`config.mk`:
```
export PLATFORM = sky130hd
export DESIGN_NAME = rct_timer
export DESIGN_NICKNAME = d
export VERILOG_FILES = /design/src/logic/rct_pkg.sv /design/src/logic/rct_down_counter.sv /design/src/logic/rct_timer.sv
export VERILOG_INCLUDE_DIRS = /design/src /design/src/logic
export SDC_FILE = /design/constraint.sdc
export NUM_CORES = 1
export LEC_CHECK = 0
export ABC_AREA = 1
export BUFFER_PORTS_ARGS = -buffer_cell sky130_fd_sc_hd__buf_2
export CAP_MARGIN = 20
export CORE_ASPECT_RATIO = 2
export CORE_MARGIN = 2
export CORE_UTILIZATION = 55
export CTS_CLUSTER_DIAMETER = 60
export DETAILED_ROUTE_END_ITERATION = 10
export GPL_ROUTABILITY_DRIVEN = 1
export PLACE_DENSITY = 0.85
export SETUP_SLACK_MARGIN = 0.5
export SKIP_LAST_GASP = 1
export SLEW_MARGIN = 20
export SYNTH_ARGS = -nofsm -noshare
export SYNTH_HDL_FRONTEND = slang
export SYNTH_SLANG_ARGS = --single-unit
```
`constraint.sdc`:
```
create_clock -name clock -period 4.4 [get_ports clock]
set_input_delay 0 -clock clock [delete_from_list [all_inputs] [get_ports clock]]
set_output_delay 0 -clock clock [all_outputs]
set_load 0.03 [all_outputs]
```
`src/logic/rct_cfg.svh`:
```
`ifndef RCT_CFG_SVH
`define RCT_CFG_SVH

// register indices, byte address is four times the index
`define RCT_IDX_T2_CTRL     8'h19
`define RCT_IDX_T2_RLD_HI   8'h1A
`define RCT_IDX_T2_RLD_LO   8'h1B
`define RCT_IDX_T2_CNT_HI   8'h1C
`define RCT_IDX_T2_CNT_LO   8'h1D
`define RCT_IDX_T3_CTRL     8'h1F
`define RCT_IDX_STATUS      8'h30
`define RCT_IDX_MASK        8'h31
`define RCT_IDX_T3_RLD_HI   8'h32
`define RCT_IDX_T3_RLD_LO   8'h33
`define RCT_IDX_T3_CNT_HI   8'h34
`define RCT_IDX_T3_CNT_LO   8'h35
`define RCT_IDX_COMMAND     8'h36

// control field layout
`define RCT_STOP_RX_BIT     7
`define RCT_START_MSB       5
`define RCT_START_LSB       4
`define RCT_AUTO_BIT        3
`define RCT_TICK_MSB        1
`define RCT_TICK_LSB        0
`define RCT_CTRL_MASK       8'hBB

// status, mask and command bits
`define RCT_ST_T2_BIT       0
`define RCT_ST_T3_BIT       1
`define RCT_CMD_START2_BIT  0
`define RCT_CMD_STOP2_BIT   1
`define RCT_CMD_START3_BIT  2
`define RCT_CMD_STOP3_BIT   3

// reset values
`define RCT_CTRL_RST        8'h00
`define RCT_RELOAD_RST      8'h00
`define RCT_MASK_RST        2'h0

// bus answers
`define RCT_RESP_OKAY       2'h0
`define RCT_RESP_SLVERR     2'h2

// timing
`define RCT_CLK_PERIOD_NS   10
`define RCT_CLK_HZ          (1000000000 / `RCT_CLK_PERIOD_NS)
`define RCT_SYS_TICK_HZ     13560000
`define RCT_LOW_TICK_HZ     212000

`endif

```
`src/logic/rct_pkg.sv`:
```
package rct_pkg;

   typedef enum logic [1:0] {
      RCT_START_MANUAL  = 2'b00,
      RCT_START_TX_END  = 2'b01,
      RCT_START_TRIM    = 2'b10,
      RCT_START_TRIM_UF = 2'b11
   } rct_start_mode_t;

   typedef enum logic [1:0] {
      RCT_TICK_SYS   = 2'b00,
      RCT_TICK_LOW   = 2'b01,
      RCT_TICK_ZERO  = 2'b10,
      RCT_TICK_ONE   = 2'b11
   } rct_tick_sel_t;

   typedef enum logic [0:0] {
      RCT_WR_WAIT = 1'b0,
      RCT_WR_RESP = 1'b1
   } rct_wr_state_t;

   typedef enum logic [0:0] {
      RCT_RD_IDLE = 1'b0,
      RCT_RD_DATA = 1'b1
   } rct_rd_state_t;

endpackage

```
`src/logic/rct_down_counter.sv`:
```
`timescale 1ns/1ps

module rct_down_counter (
   input  wire logic        clock,
   input  wire logic        nrst,
   input  wire logic        start,
   input  wire logic        stop,
   input  wire logic        tick,
   input  wire logic [15:0] reload_value,
   input  wire logic        auto_reload,
   input  wire logic        wrap_en,
   output logic      [15:0] count,
   output logic             running,
   output logic             underflow
);

   logic [15:0] count_r;
   logic [15:0] count_nxt;
   logic        run_r;
   logic        run_nxt;
   logic        uf_r;
   logic        uf_nxt;

   always_comb begin
      count_nxt = count_r;
      run_nxt   = run_r;
      uf_nxt    = 1'b0;
      if (start) begin
         // RQ10 load on start
         count_nxt = reload_value;
         run_nxt   = 1'b1;
      end else if (stop) begin
         run_nxt = 1'b0;
      end else if (run_r && tick) begin
         if (count_r == 16'h0000) begin
            if (wrap_en) begin
               // RQ17 underflow pulse
               uf_nxt = 1'b1;
               if (auto_reload) begin
                  // RQ5 reload and go on
                  count_nxt = reload_value;
               end else begin
                  // RQ6 stop holding zero
                  run_nxt = 1'b0;
               end
            end else begin
               run_nxt = 1'b0;
            end
         end else begin
            // RQ17 one per tick
            count_nxt = count_r - 16'h0001;
         end
      end
   end

   always_ff @(posedge clock or negedge nrst) begin
      if (!nrst) begin
         count_r <= 16'h0000;
         run_r   <= 1'b0;
         uf_r    <= 1'b0;
      end else begin
         count_r <= count_nxt;
         run_r   <= run_nxt;
         uf_r    <= uf_nxt;
      end
   end

   assign count     = count_r;
   assign running   = run_r;
   assign underflow = uf_r;

endmodule // rct_down_counter

```
`src/logic/rct_timer.sv`:
```
// How it works
// RQ1: stop-on-receive set halts count after first four received bits; clear means no stop.
// RQ2: in oscillator trimming modes the stop-on-receive bit is ignored.
// RQ3: start mode 00b never auto-starts; 01b starts when transmission ends.
// RQ4: modes 10b/11b trim; oscillator rising edges start and stop; 11b handles underflow.
// RQ5: auto-restart set: at zero reload the reload value and keep counting.
// RQ6: auto-restart clear: count to zero, stop, hold zero until restarted.
// RQ7: every underflow sets the second timer interrupt flag.
// RQ8: tick select 00b uses 13.56 MHz tick, 01b uses 212 kHz tick.
// RQ9: tick select 10b counts timer zero underflows, 11b timer one underflows.
// RQ10: each start loads counter from the 16-bit reload value of both bytes.
// RQ11: reload byte writes affect only the next start, not a running count; here a running count also takes them at its next auto-reload.
// RQ12: running count readable as high byte at 1Ch and low byte at 1Dh.
// RQ13: software should not read count bytes while receiving; value may be invalid.
// RQ14: third timer control uses same field layout, reserved bits 6 and 2.
// RQ15: second timer control register sits at index 19h.
// RQ16: third timer also restarts from its own reload value with auto-restart.
// RQ17: counter drops one per selected tick and pulses underflow for cascading.
// RQ18: reserved control bits read zero and ignore writes.
`timescale 1ns/1ps
`include "rct_cfg.svh"

module rct_timer (
   input  wire logic        clock,
   input  wire logic        nrst,
   input  wire logic [11:0] s_axi_awaddr,
   input  wire logic        s_axi_awvalid,
   output logic             s_axi_awready,
   input  wire logic [31:0] s_axi_wdata,
   input  wire logic [3:0]  s_axi_wstrb,
   input  wire logic        s_axi_wvalid,
   output logic             s_axi_wready,
   output logic      [1:0]  s_axi_bresp,
   output logic             s_axi_bvalid,
   input  wire logic        s_axi_bready,
   input  wire logic [11:0] s_axi_araddr,
   input  wire logic        s_axi_arvalid,
   output logic             s_axi_arready,
   output logic      [31:0] s_axi_rdata,
   output logic      [1:0]  s_axi_rresp,
   output logic             s_axi_rvalid,
   input  wire logic        s_axi_rready,
   input  wire logic        tx_end,
   input  wire logic        rx_first_nibble,
   input  wire logic        low_freq_oscillator,
   input  wire logic        timer_zero_underflow,
   input  wire logic        timer_one_underflow,
   output logic             irq,
   output logic             second_timer_underflow,
   output logic             third_timer_underflow,
   output logic             second_timer_running,
   output logic             third_timer_running
);

   localparam logic [27:0] CLK_HZ  = 28'(`RCT_CLK_HZ);
   localparam logic [27:0] SYS_HZ  = 28'(`RCT_SYS_TICK_HZ);
   localparam logic [27:0] LOW_HZ  = 28'(`RCT_LOW_TICK_HZ);

   // bus state
   rct_pkg::rct_wr_state_t wr_state_r;
   rct_pkg::rct_wr_state_t wr_state_nxt;
   rct_pkg::rct_rd_state_t rd_state_r;
   rct_pkg::rct_rd_state_t rd_state_nxt;
   logic        aw_held_r;
   logic        aw_held_nxt;
   logic [11:0] aw_addr_r;
   logic [11:0] aw_addr_nxt;
   logic        w_held_r;
   logic        w_held_nxt;
   logic [7:0]  w_byte_r;
   logic [7:0]  w_byte_nxt;
   logic        w_lane_r;
   logic        w_lane_nxt;
   logic        awready_r;
   logic        awready_nxt;
   logic        wready_r;
   logic        wready_nxt;
   logic        bvalid_r;
   logic        bvalid_nxt;
   logic [1:0]  bresp_r;
   logic [1:0]  bresp_nxt;
   logic        arready_r;
   logic        arready_nxt;
   logic        rvalid_r;
   logic        rvalid_nxt;
   logic [1:0]  rresp_r;
   logic [1:0]  rresp_nxt;
   logic [31:0] rdata_r;
   logic [31:0] rdata_nxt;

   // registers
   logic [7:0]  ctrl2_r;
   logic [7:0]  ctrl2_nxt;
   logic [7:0]  ctrl3_r;
   logic [7:0]  ctrl3_nxt;
   logic [15:0] reload2_r;
   logic [15:0] reload2_nxt;
   logic [15:0] reload3_r;
   logic [15:0] reload3_nxt;
   logic [1:0]  status_r;
   logic [1:0]  status_nxt;
   logic [1:0]  mask_r;
   logic [1:0]  mask_nxt;
   logic        irq_r;
   logic        irq_nxt;
   logic        lfo_q_r;
   logic        lfo_q_nxt;
   logic [27:0] sys_acc_r;
   logic [27:0] sys_acc_nxt;
   logic [27:0] low_acc_r;
   logic [27:0] low_acc_nxt;
   logic        sys_tick_r;
   logic        sys_tick_nxt;
   logic        low_tick_r;
   logic        low_tick_nxt;

   logic        wr_fire;
   logic [7:0]  wr_idx;
   logic        wr_ok;
   logic        wr_en;
   logic [7:0]  cmd;
   logic [7:0]  rd_idx;
   logic        rd_ok;
   logic [7:0]  rd_byte;
   logic [15:0] count2;
   logic [15:0] count3;
   logic        run2;
   logic        run3;
   logic        uf2;
   logic        uf3;
   logic        lfo_rise;
   logic        trim2;
   logic        trim3;
   logic        start2;
   logic        stop2;
   logic        start3;
   logic        stop3;
   logic        tick2;
   logic        tick3;

   function automatic logic pick_tick(input logic [1:0] sel,
                                      input logic       sys_t,
                                      input logic       low_t,
                                      input logic       uf0,
                                      input logic       uf1);
      logic t;
      t = 1'b0;
      case (rct_pkg::rct_tick_sel_t'(sel))
         rct_pkg::RCT_TICK_SYS:  t = sys_t;
         rct_pkg::RCT_TICK_LOW:  t = low_t;
         rct_pkg::RCT_TICK_ZERO: t = uf0;
         rct_pkg::RCT_TICK_ONE:  t = uf1;
         default:                t = 1'b0;
      endcase
      return t;
   endfunction

   // write channel
   assign wr_fire = aw_held_r && w_held_r && (wr_state_r == rct_pkg::RCT_WR_WAIT);
   assign wr_idx  = aw_addr_r[9:2];
   assign wr_en   = wr_fire && wr_ok && w_lane_r;

   always_comb begin
      wr_ok = 1'b0;
      if (aw_addr_r[11:10] == 2'h0) begin
         case (wr_idx)
            `RCT_IDX_T2_CTRL, `RCT_IDX_T2_RLD_HI, `RCT_IDX_T2_RLD_LO,
            `RCT_IDX_T3_CTRL, `RCT_IDX_STATUS, `RCT_IDX_MASK,
            `RCT_IDX_T3_RLD_HI, `RCT_IDX_T3_RLD_LO, `RCT_IDX_COMMAND: wr_ok = 1'b1;
            default: wr_ok = 1'b0;
         endcase
      end
   end

   always_comb begin
      wr_state_nxt = wr_state_r;
      aw_held_nxt  = aw_held_r;
      aw_addr_nxt  = aw_addr_r;
      w_held_nxt   = w_held_r;
      w_byte_nxt   = w_byte_r;
      w_lane_nxt   = w_lane_r;
      bvalid_nxt   = bvalid_r;
      bresp_nxt    = bresp_r;
      if (s_axi_awvalid && awready_r) begin
         aw_held_nxt = 1'b1;
         aw_addr_nxt = s_axi_awaddr;
      end
      if (s_axi_wvalid && wready_r) begin
         w_held_nxt = 1'b1;
         w_byte_nxt = s_axi_wdata[7:0];
         w_lane_nxt = s_axi_wstrb[0];
      end
      case (wr_state_r)
         rct_pkg::RCT_WR_WAIT: begin
            if (wr_fire) begin
               aw_held_nxt  = 1'b0;
               w_held_nxt   = 1'b0;
               bvalid_nxt   = 1'b1;
               bresp_nxt    = wr_ok ? `RCT_RESP_OKAY : `RCT_RESP_SLVERR;
               wr_state_nxt = rct_pkg::RCT_WR_RESP;
            end
         end
         rct_pkg::RCT_WR_RESP: begin
            if (s_axi_bready) begin
               bvalid_nxt   = 1'b0;
               wr_state_nxt = rct_pkg::RCT_WR_WAIT;
            end
         end
         default: wr_state_nxt = rct_pkg::RCT_WR_WAIT;
      endcase
      awready_nxt = !aw_held_nxt;
      wready_nxt  = !w_held_nxt;
   end

   // read channel, count bytes are live and may be mid-update while receiving
   assign rd_idx = s_axi_araddr[9:2];

   always_comb begin
      rd_ok   = (s_axi_araddr[11:10] == 2'h0);
      rd_byte = 8'h00;
      case (rd_idx)
         // RQ15 control at 19h
         `RCT_IDX_T2_CTRL:   rd_byte = ctrl2_r;
         `RCT_IDX_T2_RLD_HI: rd_byte = reload2_r[15:8];
         `RCT_IDX_T2_RLD_LO: rd_byte = reload2_r[7:0];
         // RQ12 live count bytes
         `RCT_IDX_T2_CNT_HI: rd_byte = count2[15:8];
         `RCT_IDX_T2_CNT_LO: rd_byte = count2[7:0];
         `RCT_IDX_T3_CTRL:   rd_byte = ctrl3_r;
         `RCT_IDX_STATUS:    rd_byte = {6'h00, status_r};
         `RCT_IDX_MASK:      rd_byte = {6'h00, mask_r};
         `RCT_IDX_T3_RLD_HI: rd_byte = reload3_r[15:8];
         `RCT_IDX_T3_RLD_LO: rd_byte = reload3_r[7:0];
         `RCT_IDX_T3_CNT_HI: rd_byte = count3[15:8];
         `RCT_IDX_T3_CNT_LO: rd_byte = count3[7:0];
         `RCT_IDX_COMMAND:   rd_byte = 8'h00;
         default:            rd_ok   = 1'b0;
      endcase
   end

   always_comb begin
      rd_state_nxt = rd_state_r;
      arready_nxt  = arready_r;
      rvalid_nxt   = rvalid_r;
      rresp_nxt    = rresp_r;
      rdata_nxt    = rdata_r;
      case (rd_state_r)
         rct_pkg::RCT_RD_IDLE: begin
            if (s_axi_arvalid && arready_r) begin
               arready_nxt  = 1'b0;
               rvalid_nxt   = 1'b1;
               rresp_nxt    = rd_ok ? `RCT_RESP_OKAY : `RCT_RESP_SLVERR;
               rdata_nxt    = rd_ok ? {24'h000000, rd_byte} : 32'h00000000;
               rd_state_nxt = rct_pkg::RCT_RD_DATA;
            end
         end
         rct_pkg::RCT_RD_DATA: begin
            if (s_axi_rready) begin
               arready_nxt  = 1'b1;
               rvalid_nxt   = 1'b0;
               rd_state_nxt = rct_pkg::RCT_RD_IDLE;
            end
         end
         default: rd_state_nxt = rct_pkg::RCT_RD_IDLE;
      endcase
   end

   // software registers
   always_comb begin
      ctrl2_nxt   = ctrl2_r;
      ctrl3_nxt   = ctrl3_r;
      reload2_nxt = reload2_r;
      reload3_nxt = reload3_r;
      mask_nxt    = mask_r;
      cmd         = 8'h00;
      if (wr_en) begin
         case (wr_idx)
            // RQ18 reserved bits dropped
            `RCT_IDX_T2_CTRL:   ctrl2_nxt = w_byte_r & `RCT_CTRL_MASK;
            // RQ14 same layout
            `RCT_IDX_T3_CTRL:   ctrl3_nxt = w_byte_r & `RCT_CTRL_MASK;
            // RQ11 held until next start or auto-reload
            `RCT_IDX_T2_RLD_HI: reload2_nxt[15:8] = w_byte_r;
            `RCT_IDX_T2_RLD_LO: reload2_nxt[7:0]  = w_byte_r;
            `RCT_IDX_T3_RLD_HI: reload3_nxt[15:8] = w_byte_r;
            `RCT_IDX_T3_RLD_LO: reload3_nxt[7:0]  = w_byte_r;
            `RCT_IDX_MASK:      mask_nxt = w_byte_r[1:0];
            `RCT_IDX_COMMAND:   cmd = w_byte_r;
            default:            cmd = 8'h00;
         endcase
      end
   end

   // status, set beats a same-cycle clear
   always_comb begin
      status_nxt = status_r;
      if (wr_en && (wr_idx == `RCT_IDX_STATUS)) begin
         status_nxt = status_r & ~w_byte_r[1:0];
      end
      // RQ7 flag on underflow
      if (uf2) begin
         status_nxt[`RCT_ST_T2_BIT] = 1'b1;
      end
      if (uf3) begin
         status_nxt[`RCT_ST_T3_BIT] = 1'b1;
      end
      irq_nxt = |(status_r & mask_r);
   end

   // tick generation, fractional so the average rate is exact
   always_comb begin
      sys_tick_nxt = 1'b0;
      low_tick_nxt = 1'b0;
      sys_acc_nxt  = sys_acc_r + SYS_HZ;
      low_acc_nxt  = low_acc_r + LOW_HZ;
      // RQ8 system and slow ticks
      if (sys_acc_nxt >= CLK_HZ) begin
         sys_acc_nxt  = sys_acc_nxt - CLK_HZ;
         sys_tick_nxt = 1'b1;
      end
      if (low_acc_nxt >= CLK_HZ) begin
         low_acc_nxt  = low_acc_nxt - CLK_HZ;
         low_tick_nxt = 1'b1;
      end
      lfo_q_nxt = low_freq_oscillator;
   end

   // start and stop decisions
   assign lfo_rise = low_freq_oscillator && !lfo_q_r;
   // RQ4 trimming modes
   assign trim2 = ctrl2_r[`RCT_START_MSB];
   assign trim3 = ctrl3_r[`RCT_START_MSB];

   // RQ3 manual or end of send
   assign start2 = cmd[`RCT_CMD_START2_BIT]
                 || ((ctrl2_r[`RCT_START_MSB:`RCT_START_LSB] == 2'(rct_pkg::RCT_START_TX_END))
                     && tx_end)
                 || (trim2 && lfo_rise && !run2);
   // RQ1 stop on receive
   // RQ2 ignored when trimming
   assign stop2  = cmd[`RCT_CMD_STOP2_BIT]
                 || (trim2 && lfo_rise && run2)
                 || (!trim2 && ctrl2_r[`RCT_STOP_RX_BIT] && rx_first_nibble);
   // RQ14 third timer alike
   assign start3 = cmd[`RCT_CMD_START3_BIT]
                 || ((ctrl3_r[`RCT_START_MSB:`RCT_START_LSB] == 2'(rct_pkg::RCT_START_TX_END))
                     && tx_end)
                 || (trim3 && lfo_rise && !run3);
   assign stop3  = cmd[`RCT_CMD_STOP3_BIT]
                 || (trim3 && lfo_rise && run3)
                 || (!trim3 && ctrl3_r[`RCT_STOP_RX_BIT] && rx_first_nibble);

   // RQ9 cascade tick select
   assign tick2 = pick_tick(ctrl2_r[`RCT_TICK_MSB:`RCT_TICK_LSB], sys_tick_r, low_tick_r,
                            timer_zero_underflow, timer_one_underflow);
   assign tick3 = pick_tick(ctrl3_r[`RCT_TICK_MSB:`RCT_TICK_LSB], sys_tick_r, low_tick_r,
                            timer_zero_underflow, timer_one_underflow);

   // RQ5 second timer counter
   rct_down_counter u_second (
      .clock        (clock),
      .nrst         (nrst),
      .start        (start2),
      .stop         (stop2),
      .tick         (tick2),
      .reload_value (reload2_r),
      .auto_reload  (ctrl2_r[`RCT_AUTO_BIT]),
      .wrap_en      (ctrl2_r[`RCT_START_LSB] || !trim2),
      .count        (count2),
      .running      (run2),
      .underflow    (uf2)
   );

   // RQ16 third timer counter
   rct_down_counter u_third (
      .clock        (clock),
      .nrst         (nrst),
      .start        (start3),
      .stop         (stop3),
      .tick         (tick3),
      .reload_value (reload3_r),
      .auto_reload  (ctrl3_r[`RCT_AUTO_BIT]),
      .wrap_en      (ctrl3_r[`RCT_START_LSB] || !trim3),
      .count        (count3),
      .running      (run3),
      .underflow    (uf3)
   );

   always_ff @(posedge clock or negedge nrst) begin
      if (!nrst) begin
         wr_state_r <= rct_pkg::RCT_WR_WAIT;
         rd_state_r <= rct_pkg::RCT_RD_IDLE;
         aw_held_r  <= 1'b0;
         aw_addr_r  <= 12'h000;
         w_held_r   <= 1'b0;
         w_byte_r   <= 8'h00;
         w_lane_r   <= 1'b0;
         awready_r  <= 1'b1;
         wready_r   <= 1'b1;
         bvalid_r   <= 1'b0;
         bresp_r    <= `RCT_RESP_OKAY;
         arready_r  <= 1'b1;
         rvalid_r   <= 1'b0;
         rresp_r    <= `RCT_RESP_OKAY;
         rdata_r    <= 32'h00000000;
         ctrl2_r    <= `RCT_CTRL_RST;
         ctrl3_r    <= `RCT_CTRL_RST;
         reload2_r  <= {`RCT_RELOAD_RST, `RCT_RELOAD_RST};
         reload3_r  <= {`RCT_RELOAD_RST, `RCT_RELOAD_RST};
         status_r   <= 2'h0;
         mask_r     <= `RCT_MASK_RST;
         irq_r      <= 1'b0;
         lfo_q_r    <= 1'b0;
         sys_acc_r  <= 28'h0000000;
         low_acc_r  <= 28'h0000000;
         sys_tick_r <= 1'b0;
         low_tick_r <= 1'b0;
      end else begin
         wr_state_r <= wr_state_nxt;
         rd_state_r <= rd_state_nxt;
         aw_held_r  <= aw_held_nxt;
         aw_addr_r  <= aw_addr_nxt;
         w_held_r   <= w_held_nxt;
         w_byte_r   <= w_byte_nxt;
         w_lane_r   <= w_lane_nxt;
         awready_r  <= awready_nxt;
         wready_r   <= wready_nxt;
         bvalid_r   <= bvalid_nxt;
         bresp_r    <= bresp_nxt;
         arready_r  <= arready_nxt;
         rvalid_r   <= rvalid_nxt;
         rresp_r    <= rresp_nxt;
         rdata_r    <= rdata_nxt;
         ctrl2_r    <= ctrl2_nxt;
         ctrl3_r    <= ctrl3_nxt;
         reload2_r  <= reload2_nxt;
         reload3_r  <= reload3_nxt;
         status_r   <= status_nxt;
         mask_r     <= mask_nxt;
         irq_r      <= irq_nxt;
         lfo_q_r    <= lfo_q_nxt;
         sys_acc_r  <= sys_acc_nxt;
         low_acc_r  <= low_acc_nxt;
         sys_tick_r <= sys_tick_nxt;
         low_tick_r <= low_tick_nxt;
      end
   end

   assign s_axi_awready          = awready_r;
   assign s_axi_wready           = wready_r;
   assign s_axi_bvalid           = bvalid_r;
   assign s_axi_bresp            = bresp_r;
   assign s_axi_arready          = arready_r;
   assign s_axi_rvalid           = rvalid_r;
   assign s_axi_rresp            = rresp_r;
   assign s_axi_rdata            = rdata_r;
   assign irq                    = irq_r;
   assign second_timer_underflow = uf2;
   assign third_timer_underflow  = uf3;
   assign second_timer_running   = run2;
   assign third_timer_running    = run3;

endmodule // rct_timer

```
## After elaboration in Yosys (flattened, before gate mapping)

Index checks and enable logic that the tools add are counted.

| operators by class | value |
|---|---|
| add/sub/neg operators | 6 |
| multipliers | 0 |
| div/mod/pow operators | 0 |
| $lt $le $gt $ge | 2 |
| equal/unequal tests | 42 |
| shifts and indexed selects | 0 |
| muxes and demuxes | 73 |
| bitwise gates (word level) | 5 |
| reduce and logical (&&, ||, !) cells | 72 |

Operators with widths:

| kind | number |
|---|---|
| $mux 16 | 12 |
| $eq 8x6->1 const B | 12 |
| $pmux 8 s12 | 1 |
| $eq 8x5->1 const B | 10 |
| $ge 28x27->1 const B | 2 |
| $mux 28 | 2 |
| $sub 28x27->28 const B | 2 |
| $mux 1 | 45 |
| $logic_not 16->1 | 2 |
| $sub 16x1->16 const B | 2 |
| $add 28x18->28 const B | 1 |
| $add 28x24->28 const B | 1 |
| $logic_and 1x1->1 | 23 |
| $reduce_and 2->1 | 11 |
| $reduce_or 13->1 | 1 |
| $ne 2x2->1 const B | 6 |
| $reduce_bool 3->1 | 4 |
| $logic_or 1x1->1 | 10 |
| $pmux 1 s2 | 5 |
| $reduce_or 9->1 | 1 |
| $eq 2x1->1 const B | 4 |
| $eq 2x2->1 const B | 4 |
| $logic_not 2->1 | 4 |
| $mux 4 | 2 |
| 14 further kinds | 33 |

| storage, ports and cells | value |
|---|---|
| bits in registers | 210 |
| latch bits | 0 |
| memory bits (writable) | 0 |
| bits in read-only memories | 0 |
| output and inout port bits | 46 |
| word-level logic and storage cells | 236 |
| memories | 0 |

## Longest topological paths before layout

| depth | value |
|---|---|
| word-level depth | 11 |
| mapped depth | 19 |

## By module

A second synthesis with hierarchy kept.

| second synthesis, totals | value |
|---|---|
| cell total of the unflattened synthesis | 1697 |
| area total of the unflattened synthesis | 11653.7 µm² |

By module, submodules not included:

| module | times used | cells an instance | area each (µm²) |
|---|---|---|---|
| rct_timer | 1 | 1265 | 8800.9 |
| rct_down_counter | 2 | 216 | 1426.4 |

## Worst setup path before layout

OpenSTA, ideal clock, no wires.

| timing path | value |
|---|---|
| kind | reg-to-reg |
| from | register sys_acc_r[6] |
| to | register sys_acc_r[18] |
| library setup time | 0.117 ns |
| arrival | 2.132 ns |
| required time | 4.283 ns |
| slack | 2.151 ns |
| stages on the path, launching flop included | 18 |
| path buffers | 2 |
| path through | dfrtp_1 > inv_1 > ha_1 > inv_1 > nor2_1 > nor2_1 > inv_1 > ha_1 > nand3_1 > o21ai_1 > nor2_2 > nand3_2 > nand3_2 > nand2_2 > buf_6 > buf_6 > nand3_1 > nand2_1 |

| on the way | value |
|---|---|
| cells in the longest elaborated chain, start to end | 3 |
| elaborated cells on any way between the ends | 4 |
| those cells by class | add/sub: 2; order compare: 1; mux: 1 |

Ends and longest elaborated chain:

| what | line | RTL |
|---|---|---|
| start: declaration | rct_timer.sv:108 | `logic [27:0] sys_acc_r;` |
| start signal: assignment | rct_timer.sv:442 | `sys_acc_r <= sys_acc_nxt;` |
| $add 28x24->28 (*) | rct_timer.sv:314 | `sys_acc_nxt = sys_acc_r + SYS_HZ;` |
| $sub 28x27->28 or $ge 28x27->1 (tied branches) | rct_timer.sv:318, rct_timer.sv:317 |  |
| $mux 28 (*) | rct_timer.sv:317 | `if (sys_acc_nxt >= CLK_HZ) begin` |
| net sys_acc_nxt[18] | rct_timer.sv:109 | `logic [27:0] sys_acc_nxt;` |

The timed path passes the listed nets; every way through them passes the cells marked *.
A chain may end at the register's enable or synchronous reset.

## Worst setup path in the final report

| timing path | value |
|---|---|
| from | register sys_acc_r[6] |
| to | register sys_acc_r[27] |

Same word-level chain as after synthesis.

==> results_dict.tcl <==
set metrics [dict create \
    ys_async_sr_fraction_pct 100.0 \
    irDropWorstVdd_mv 0.4800 \
    power.density_nw_per_um2 300.0 \
    tightest_slew_ns 1.020 \
    tritoncts "built" \
    grtUsageTotal_pct 28.81 \
    path_class "reg -> reg" \
    hold_viol_final 0 \
    synth_top_area_cell "dfrtp_1" \
    ios 118 \
    ys_types 52 \
    row_count 76 \
    gp_congestion 1.043 \
    fmax_mhz 315.4 \
    path_cells "inv_1 -> ha_1 -> inv_1 -> nor2_1 -> nor2_1 -> inv_1 -> ha_1 -> nand3_1 -> o21ai_1 -> nor2_2 -> nand3_2 -> nand3_2 -> nand2_2 -> buf_4 -> nand2_1 -> nand2_1 -> nor2_1" \
    htreeDepth 4 \
    place_ws_ns 1.311 \
    grt_max_degree 100 \
    hp-class "in -> reg" \
    die-width_um 107.8 \
    status "complete, no violations" \
    synth-edff-count 0 \
    grt_antenna_before_repair 1 \
    maxCapViolCount 0 \
    slew_violations 0 \
    path_clk_slew_ns 0.07 \
    cp-end-kind "flop" \
    start_util_pct 55.62 \
    synth_area_per_cell_um2 6.709 \
    grt_pass1_vias 10800 \
    totalWireLength_um 31350 \
    critPathTopFamily "simple AND/OR/NAND/NOR gates" \
    fin_area_um2 13110 \
    cts-root-buf "clkbuf_16" \
    ff_latch_area_um2 4283 \
    max_stage_delay_ns 0.59 \
    hold_buffers 32 \
    wire_per_inst_um 14.70 \
    synthTopCellsByCount "nand2_1, inv_1, dfrtp_1" \
    area_delta_synth_final_pct 10.61 \
    post_cts_buffers 0 \
    placedCellCount 2068 \
    first_pass_iters 6 \
    core_area_um2 21300 \
    numClockSinks 171 \
    drtAntennaViolNets 0 \
    timing.slew.headroom_pct 31.45 \
    vias 11660 \
    seq_area_frac_synth_pct 36.15 \
    yosysMostFrequentCell "nand2_1" \
    clock_skew_ns 0.01161 \
    startpoint_type "flop" \
    tns_ns 0 \
    p_leak_nw 6.946 \
    drive_above_1_share_pct 10.27 \
    grt_pass1_wl_um 52340 \
    synth-main-ff-cell "dfrtp_1" \
    crit_required_ns 4.78 \
    crit_fanout 21 \
    dieArea_um2 22800 \
    port_buffers 60 \
    die_y_um 211.6 \
    setup_viol 0 \
    grt_remaining_overflow 0 \
    synthTopCellsByArea "dfrtp_1, nand2_1, nand3_1" \
    place_area_um2 12220 \
    worst_skew_pair.late_latency_ns 0.46 \
    cp.arrival_ns 3.55 \
    cts_made_buffers 17 \
    ys_warn_count 0 \
    rsz0062_at_grt "no" \
    whs_ns 0.04587 \
    finalCriticalPeriod_ns 3.170 \
    ys_seq_elements 171 \
    multi_input_area_um2 6470 \
    critPathSlowestCell "nand2_1" \
    drc 0 \
    fill_cells 1969 \
    synth_top_area_share_pct 35.48 \
    drt_first_iter_violations 819 \
    syn-cell-area_um2 11850 \
    syn_inst 1766 \
    ctsResizeCount 0 \
    clk_path_buf_depth 2 \
    period_share_pct 72.05 \
    setup_ws_ns 1.230 \
    avgViaCountPerCell 5.466 \
    path_buf_inv 4 \
    nNetsFinal 1928 \
    dp_hpwl_um 22510 \
    layout.cells.non_filler 2133 \
]
## kinds of logic (layout without fill, tap and decap cells)
group / count (synthesis) / count (layout) / share of synthesized area (%)
DFF: 171 / 171 / 36.15
and+or+nand+nor: 1076 / 1076 / 39.95
other: 1 / 27 / 0.03165
AOI/OAI and AO/OA: 188 / 188 / 8.850
muxes: 2 / 2 / 0.1690
buffers and inverters: 268 / 336 / 10.03
adders and majority gates: 10 / 10 / 1.056
xor gates and xnor gates: 50 / 50 / 3.760
## power by group
part           switching, W  total (W)  internal, W  leakage, nW
registers         0.0000838    0.00180      0.00172         2.22
clock network      0.000707    0.00148     0.000770        0.273
logic              0.000479   0.000655     0.000175         4.45
## layout make-up
class,count,share of cell area [%]
Multi-Input combinational cell,1352,49.37
Sequential cell,171,32.68
Inverter,206,5.900
Timing Repair Buffer,98,5.127
Clock buffer,20,3.485
Tap cell,273,2.606
Clock inverter,12,0.8115
Antenna cell,1,0.01909
## metrics by stage
step | total power, W | util (%)
global route | 0.004094 | 61.52
floorplan | 0.002212 | -
detailed placement | 0.002398 | 57.37
global placement | 0.002382 | 57.37
CTS | 0.003926 | 61.51
finish | 0.003931 | 61.52
## sequential cells by signal, indices dropped and copies added (netlist names), 2 cells and up
register,flops
u_third.count,16
ctrl3_r,6
u_second.count,16
s_axi_rdata,8
reload2_r,16
sys_acc_r,22
reload3_r,16
aw_addr_r,10
w_byte_r,8
status_r,2
ctrl2_r,6
low_acc_r,23
mask_r,2
## cell usage in the layout (no fill, tap or decap), types with 8 or more instances in the layout
cell | netlist | layout
o22ai_1 | 13 | 13
a21oi_1 | 19 | 19
nor4_1 | 8 | 8
nor3_1 | 22 | 22
o21ai_1 | 37 | 37
dlygate4sd3_1 | 0 | 32
nor2_1 | 132 | 132
conb_1 | 1 | 26
ha_1 | 10 | 10
nand2_2 | 31 | 31
nand4_1 | 33 | 33
dfrtp_1 | 168 | 168
inv_1 | 184 | 184
nand2_1 | 640 | 640
clkbuf_16 | 0 | 17
inv_2 | 18 | 18
nand3_1 | 163 | 163
buf_2 | 11 | 59
xor2_1 | 42 | 42
o21ai_0 | 93 | 93
nor2_2 | 14 | 14
## worst register-to-register path, stage by stage (launching register included)
cell,delay [ns]
dfrtp_1,0.38
inv_1,0.07
ha_1,0.24
inv_1,0.07
nor2_1,0.04
nor2_1,0.24
inv_1,0.10
ha_1,0.21
nand3_1,0.15
o21ai_1,0.12
nor2_2,0.23
nand3_2,0.12
nand3_2,0.08
nand2_2,0.04
buf_4,0.20
nand2_1,0.59
nand2_1,0.10
nor2_1,0.13
## layer usage
layer | vias to the layer above | share of wire (%) | global-route usage [%]
li1 | 5783 | - | -
met2 | 398 | 48 | 47.36
met1 | 5415 | 43 | 38.16
met3 | 63 | 6.2 | 4.711
met5 | - | 0 | 0
met4 | 0 | 2.6 | 10.30
## path summary, 6_finish.rpt
path                       slack (ns)  depth (start not counted)                      start                            to
min                              0.05                          4               s_axi_wvalid       w_byte_r[2]$_DFFE_PN0P_
max reg2reg                      1.23                         17     sys_acc_r[6]$_DFF_PN0_       sys_acc_r[27]$_DFF_PN0_
max in group asynchronous        3.15                          3                       nrst  u_third.count[9]$_DFFE_PN0P_
min reg2reg                      0.48                          2  s_axi_arready$_DFFE_PN1P_     s_axi_arready$_DFFE_PN1P_
max                              1.23                         17     sys_acc_r[6]$_DFF_PN0_       sys_acc_r[27]$_DFF_PN0_
min in group asynchronous        0.18                          2                       nrst        low_acc_r[5]$_DFF_PN0_
No activity file was read; power rests on OpenSTA's default activity.
